### config.mk
export PLATFORM = sky130hd
export DESIGN_NAME = xbi_external_bus
export DESIGN_NICKNAME = d
export VERILOG_FILES = /design/src/logic/xbi_pkg.sv /design/src/logic/xbi_external_bus.sv /design/src/logic/xbi_wait_sampler.sv
export SDC_FILE = /design/constraint.sdc
export NUM_CORES = 1
export LEC_CHECK = 0
export ABC_CLOCK_PERIOD_IN_PS = 3300
export BUFFER_PORTS_ARGS = -buffer_cell sky130_fd_sc_hd__buf_2
export CAP_MARGIN = 10
export CORE_MARGIN = 5
export CORE_UTILIZATION = 50
export DETAILED_ROUTE_END_ITERATION = 8
export PLACE_DENSITY_LB_ADDON = 0.1
export SLEW_MARGIN = 20
export SYNTH_ARGS = -nofsm -noshare
export SYNTH_HDL_FRONTEND = slang
export SYNTH_SLANG_ARGS = --single-unit
### constraint.sdc
create_clock -name mclk -period 3.3 [get_ports mclk]
set_clock_uncertainty 0.15 [all_clocks]
set_input_delay 0.495 -clock mclk [delete_from_list [all_inputs] [get_ports mclk]]
set_output_delay 0.495 -clock mclk [all_outputs]
set_load 0.02 [all_outputs]
### src/logic/xbi_pkg.sv
package xbi_pkg;
    // widths of the external bus
    localparam int XBI_ADDR_W = 26;
    localparam int XBI_DATA_W = 16;
    localparam int XBI_SEL_W = 6;
    localparam int XBI_RAS_W = 2;
    localparam int XBI_CNT_W = 4;
    // base transfer length in external bus clock periods
    localparam logic [3:0] XBI_BASE_CYC = 4'h2;
    // command access sizes
    localparam logic [1:0] XBI_SZ_BYTE = 2'h0;
    localparam logic [1:0] XBI_SZ_WORD = 2'h1;
    localparam logic [1:0] XBI_SZ_FETCH = 2'h2;
    // bus sequencer states
    typedef enum logic [1:0]
    {
        XBI_IDLE = 2'b00,
        XBI_SETUP = 2'b01,
        XBI_XFER = 2'b10,
        XBI_DONE = 2'b11
    } xbi_state_e;
endpackage : xbi_pkg

### src/logic/xbi_external_bus.sv
module xbi_external_bus
    import xbi_pkg::*;
(
    input wire logic mclk,
    input wire logic reset_n,
    input wire logic external_bus_clock,
    input wire logic req_valid,
    output logic req_ready,
    input wire logic req_write,
    input wire logic [1:0] req_size,
    input wire logic [XBI_ADDR_W-1:0] req_addr,
    input wire logic [XBI_DATA_W-1:0] req_wdata,
    input wire logic [XBI_SEL_W-1:0] req_sel,
    input wire logic req_dram,
    input wire logic req_bank,
    input wire logic req_refresh,
    output logic rsp_valid,
    output logic [XBI_DATA_W-1:0] rsp_rdata,
    output logic [XBI_ADDR_W-1:0] addr,
    input wire logic [XBI_DATA_W-1:0] data_in,
    output logic [XBI_DATA_W-1:0] data_out,
    output logic data_oe,
    output logic oe_n,
    output logic we_n,
    output logic [XBI_SEL_W-1:0] ce_cas_n,
    output logic [XBI_RAS_W-1:0] ras_n,
    input wire logic wait_n,
    output logic byte_access_n,
    input wire logic boot_width_strap,
    output logic boot_x16
);
    // all block state
    typedef struct packed
    {
        xbi_state_e st;
        logic [XBI_CNT_W-1:0] cnt;
        logic [XBI_ADDR_W-1:0] addr;
        logic [XBI_DATA_W-1:0] wdata;
        logic [XBI_DATA_W-1:0] rdata;
        logic write;
        logic byte_n;
        logic [XBI_SEL_W-1:0] sel;
        logic dram;
        logic bank;
        logic refresh;
        logic rsp;
        logic strap_done;
        logic boot16;
        logic oe_n;
        logic we_n;
        logic [XBI_SEL_W-1:0] ce_n;
        logic [XBI_RAS_W-1:0] ras_n;
        logic doe;
    } xbi_s;

    xbi_s s_q;
    xbi_s s_d;
    logic fall; // falling edge of bus clock seen
    logic wait_hit; // wait found active at that edge

    // falling edge wait sampler
    xbi_wait_sampler u_ws
    (
        .mclk(mclk),
        .reset_n(reset_n),
        .external_bus_clock(external_bus_clock),
        .wait_n(wait_n),
        .fall_pulse(fall),
        .wait_seen(wait_hit)
    );

    // sequencer and pin state
    always_comb
    begin
        s_d = s_q;
        s_d.rsp = 1'b0;
        if (!s_q.strap_done)
        begin
            s_d.strap_done = 1'b1;
            s_d.boot16 = boot_width_strap;
        end
        case (s_q.st)
            XBI_IDLE:
            begin
                s_d.oe_n = 1'b1;
                s_d.we_n = 1'b1;
                s_d.ce_n = '1;
                s_d.ras_n = '1;
                s_d.doe = 1'b0;
                if (req_valid)
                begin
                    s_d.addr = req_addr;
                    s_d.wdata = req_wdata;
                    s_d.write = req_write;
                    s_d.byte_n = (req_size != XBI_SZ_BYTE);
                    s_d.sel = req_sel;
                    s_d.dram = req_dram;
                    s_d.bank = req_bank;
                    s_d.refresh = req_refresh;
                    s_d.cnt = XBI_BASE_CYC;
                    s_d.st = XBI_SETUP;
                end
            end
            XBI_SETUP:
            begin
                s_d.oe_n = s_q.write | s_q.refresh;
                s_d.we_n = ~s_q.write | s_q.refresh;
                s_d.doe = s_q.write & ~s_q.refresh;
                if (s_q.dram | s_q.refresh)
                begin
                    s_d.ras_n[s_q.bank] = 1'b0;
                end
                s_d.ce_n = ~s_q.sel;
                s_d.st = XBI_XFER;
            end
            XBI_XFER:
            begin
                if (fall)
                begin
                    if (s_q.cnt > 4'h1)
                    begin
                        s_d.cnt = s_q.cnt - 4'h1;
                    end
                    else if (!wait_hit)
                    begin
                        s_d.st = XBI_DONE;
                        // only reads take the bus; a write keeps the last read word
                        if (!s_q.write)
                        begin
                            s_d.rdata = data_in;
                        end
                    end
                end
            end
            XBI_DONE:
            begin
                s_d.oe_n = 1'b1;
                s_d.we_n = 1'b1;
                s_d.ce_n = '1;
                s_d.ras_n = '1;
                s_d.doe = 1'b0;
                s_d.rsp = 1'b1;
                s_d.st = XBI_IDLE;
            end
            default:
            begin
                s_d.st = XBI_IDLE;
            end
        endcase
    end

    // registers; strap flag clears at reset so capture follows release
    always_ff @(posedge mclk or negedge reset_n)
    begin
        if (!reset_n)
        begin
            s_q <= '0;
            s_q.st <= XBI_IDLE;
            s_q.oe_n <= 1'b1;
            s_q.we_n <= 1'b1;
            s_q.ce_n <= '1;
            s_q.ras_n <= '1;
            s_q.byte_n <= 1'b1;
        end
        else
        begin
            s_q <= s_d;
        end
    end

    assign req_ready = (s_q.st == XBI_IDLE);
    assign rsp_valid = s_q.rsp;
    assign rsp_rdata = s_q.rdata;
    assign addr = s_q.addr;
    assign data_out = s_q.wdata;
    assign data_oe = s_q.doe;
    assign oe_n = s_q.oe_n;
    assign we_n = s_q.we_n;
    assign ce_cas_n = s_q.ce_n;
    assign ras_n = s_q.ras_n;
    assign byte_access_n = s_q.byte_n;
    assign boot_x16 = s_q.boot16;

    a_read_oe: assert property (@(posedge mclk) disable iff (!reset_n)
        (s_q.st == XBI_XFER && !s_q.write && !s_q.refresh) |-> (!oe_n && we_n))
        else $error("oe not low on read");
    a_write_we: assert property (@(posedge mclk) disable iff (!reset_n)
        (s_q.st == XBI_XFER && s_q.write && !s_q.refresh) |-> (!we_n && oe_n && data_oe))
        else $error("we not low on write");
    a_idle_strobes: assert property (@(posedge mclk) disable iff (!reset_n)
        (s_q.st == XBI_IDLE) |-> (oe_n && we_n && &ce_cas_n && &ras_n))
        else $error("strobe active while idle");
    a_wait_extend: assert property (@(posedge mclk) disable iff (!reset_n)
        (s_q.st == XBI_XFER && fall && wait_hit && s_q.cnt == 4'h1) |=> (s_q.st == XBI_XFER))
        else $error("wait did not extend");
    a_wait_done: assert property (@(posedge mclk) disable iff (!reset_n)
        (s_q.st == XBI_XFER && fall && !wait_hit && s_q.cnt == 4'h1) |=> ##1 rsp_valid)
        else $error("transfer not finished");
    a_byte_flag: assert property (@(posedge mclk) disable iff (!reset_n)
        (req_ready && req_valid) |=> (byte_access_n == $past(req_size != XBI_SZ_BYTE)))
        else $error("byte flag wrong");
    a_ras_bank: assert property (@(posedge mclk) disable iff (!reset_n)
        (s_q.st == XBI_XFER && s_q.dram) |-> (ras_n[s_q.bank] == 1'b0 && ras_n[~s_q.bank]))
        else $error("wrong row strobe");
    a_strap_hold: assert property (@(posedge mclk) disable iff (!reset_n)
        $past(s_q.strap_done) |-> $stable(boot_x16))
        else $error("strap changed after capture");
endmodule : xbi_external_bus

### src/logic/xbi_wait_sampler.sv
// samples the wait input on each falling edge of the external bus clock
module xbi_wait_sampler
    import xbi_pkg::*;
(
    input wire logic mclk,
    input wire logic reset_n,
    input wire logic external_bus_clock,
    input wire logic wait_n,
    output logic fall_pulse,
    output logic wait_seen
);
    // held state
    typedef struct packed
    {
        logic clk_prev;
        logic wait_hit;
        logic fall;
    } xbi_ws_s;

    xbi_ws_s s_q;
    xbi_ws_s s_d;

    // detect high to low of the bus clock and grab wait at that point
    always_comb
    begin
        s_d = s_q;
        s_d.clk_prev = external_bus_clock;
        s_d.fall = s_q.clk_prev & ~external_bus_clock;
        if (s_q.clk_prev & ~external_bus_clock)
        begin
            s_d.wait_hit = ~wait_n;
        end
    end

    // registers
    always_ff @(posedge mclk or negedge reset_n)
    begin
        if (!reset_n)
        begin
            s_q <= '0;
        end
        else
        begin
            s_q <= s_d;
        end
    end

    assign fall_pulse = s_q.fall;
    assign wait_seen = s_q.wait_hit;
endmodule : xbi_wait_sampler

==> metrics.csv <==
metric;value;unit
hold_class;in -> reg;
layout_common_cells;buf_2 (147), dfrtp_1 (81), mux2_2 (77);
cp.required;3.39;ns
port_buffers;148;
crit_slowest_cell;nor3b_4;
synth_area;4140;um^2
tns;0;ns
outcome;completed;
cp.depth;6;
top_usage_layer;met2;
fp.dieH;101;um
place_area;4520;um^2
total_power;4.58;mW
fp.coreArea;8130;um^2
slew_violations;0;
use_met1;16.9;%
fmax;392;MHz
finalWeightedCongestion;0.703;
die_x;101;um
power_leakage;2.37;nW
ios;149;
use_met3;4.15;%
vdd_drop_max;0.000446;V
grt_max_degree;57;
synth-seq-cells;92;
cts-root-buf;clkbuf_8;
seqPwrFrac;41.0;%
nets;481;
internal_power;2.89;mW
drt_first_pass_iters;4;
ctsResizeCount;0;
tightest_slew;0.845;ns
hold_depth;1;
crit_buf_inv;1;
relSlewSlack;42.9;%
worst-endpoint-arrival;2.64;ns
drc;0;
grt_pass1_vias;2512;
synth_cell_types;29;
clock_sink_count;92;
fin_crit;2.55;ns
netSwitchingFraction;37.0;%
cts_buffers;9;
pwr-share-comb;42.7;%
dp_hpwl;5220;um
critical_path_class;reg -> reg;
syn_to_final_growth;14.2;%
rsz0062_at_grt;false;
crit_path_max_incr_delay;0.66;ns
start_util;50.9;%
maxCapViolCount;0;
num_vias;2395;
end_kind;register;
overflow;0;
path_cells;inv_1, ha_1, nor2_1, or4_4, nor3b_4, mux2_2;
layout_commonest_cell;buf_2;
grt_antenna_before_repair;0;
cp_top_family;simple AND/OR/NAND/NOR gates;
clk_pin_slew;0.09;ns
syn_inst;312;
grt_pass1_wl;11600;um
synth_edf_count;0;
hold_violations;0;
r2r_cells;6;
power_density;970;nW/um^2
power.switching;1.69;mW
clkPwrFrac;16.3;%
crit_path_start_kind;register;
syn_area_per_cell;13.3;um^2
row_count;33;
synth_ff_type;dfrtp_1;
dieArea;10200;um^2
finalSetupViolCount;0;
drive_gt1_share;63.6;%
wl_per_cell;14.2;um
ys_warn_count;0;
cts_tree;done;
grt_util_all_layers;14.5;%
diodes;0;
crit_fanout;16;
yosysSeqAreaShare;56.0;%
drtIter0Drc;100;
async_reset_ff_share;100;%
clk_latency;0.35;ns
syn-num-nets;394;
period_share;77.3;%
wirelength;7240;um
ant_nets;0;
htree_num_levels;3;
fin_area;4720;um^2
clock_path_buffers;2;
grt.met2_usage;24.9;%
viasPerCell;4.71;
logic make-up (layout without fill, tap and decap cells):
kind of cell | after synthesis | after routing | synth area share, %
muxes | 77 | 77 | 21.0
buffers and inverters | 84 | 176 | 13.9
and+or+nand+nor | 32 | 32 | 4.39
other | 1 | 1 | 0.0907
AOI/OAI and AO/OA | 20 | 20 | 2.87
adders and majority gates | 6 | 6 | 1.81
DFF | 92 | 92 | 56.0
cells in the mapped netlist, types with 2 or more instances:
master     n  area [um^2]
dfrtp_1   81         2030
mux2_2    77          867
buf_4     66          495
dfstp_2   11          289
nand2_1   11         41.3
clkbuf_1   9         33.8
a21oi_1    8         40.0
inv_1      8         30.0
nor2_1     7         26.3
ha_1       6         75.1
o21ai_0    6         30.0
nand3_1    3         15.0
nand2b_1   2         12.5
o22a_1     2         17.5
cell type report:
type	count	area, um^2
repair buffers	152	801
multi-input cells	136	1250
flip-flops and latches	92	2320
well taps	105	131
clock inverters	4	51.3
inverters	8	30.0
fillers	706	3410
clock buffers	12	145
per-stage QoR:
step                      setup WS (ns)  hold slack, ns  std cells  utilization (%)
final                             0.750           0.108        509             58.1
after global routing              0.588          0.0853        509             58.1
after CTS                         0.722          0.0813        509             58.1
after detailed placement          0.728           0.306        492             55.5
after global placement            0.768           0.303        492             55.5
after floorplan                    1.04          0.0494        312                -
path summary, 6_finish.rpt:
path / startpoint / endpoint / slack [ns]
setup / recovery: s_q[84]$_DFFE_PN0P_ / rsp_rdata[4]$_DFFE_PN0P_ / 0.75
hold / removal: external_bus_clock / u_ws.s_q[2]$_DFF_PN0_ / 0.11
setup reg to reg: s_q[84]$_DFFE_PN0P_ / rsp_rdata[4]$_DFFE_PN0P_ / 0.75
hold reg to reg: we_n$_DFFE_PN1P_ / we_n$_DFFE_PN1P_ / 0.32
max in group asynchronous: reset_n / ce_cas_n[4]$_DFFE_PN1P_ / 1.73
min in group asynchronous: reset_n / addr[24]$_DFFE_PN0P_ / 0.54
timing repair:
action                                  in CTS  in global routing
hold buffers                                 1                  0
endpoints found under the setup margin       0                  0
setup buffers                                0                  0
hold endpoints to repair                    16                  0
flip-flops by register name (all words and copies together), names as in the netlist:
name / cells
s_q: 17
ce_cas_n: 6
data_oe: 1
we_n: 1
oe_n: 1
u_ws.s_q: 1
addr: 26
rsp_rdata: 16
ras_n: 2
data_out: 16
byte_access_n: 1
u_ws.fall_pulse: 1
u_ws.wait_seen: 1
rsp_valid: 1
boot_x16: 1
power groups by stage:
| stage | Sequential, mW | Combinational [mW] | Clock (mW) |
|---|---|---|---|
| CTS | 1.88 | 2.00 | 0.784 |
| floorplan | 1.88 | 1.85 | 0 |
| global placement | 1.89 | 1.96 | 0 |
| finish | 1.88 | 1.95 | 0.747 |
| detailed placement | 1.91 | 2.00 | 0 |
| global route | 1.95 | 2.13 | 0.825 |
routing by layer:
metal / routed length, um / part of all wire (%) / vias to the layer above
met5: 0 / 0 / -
met2: 3550 / 49 / 78
met3: 637 / 8.8 / 12
li1: - / - / 1158
met1: 2920 / 40 / 1147
met4: 126 / 1.7 / 0
worst reg2reg max path, cell delays in order, from the launching register on:
cell and delay [ns]:
dfrtp_1 0.40, inv_1 0.10, ha_1 0.17, nor2_1 0.06
or4_4 0.50, nor3b_4 0.66, mux2_2 0.42
(Power assumes the default switching activity.)
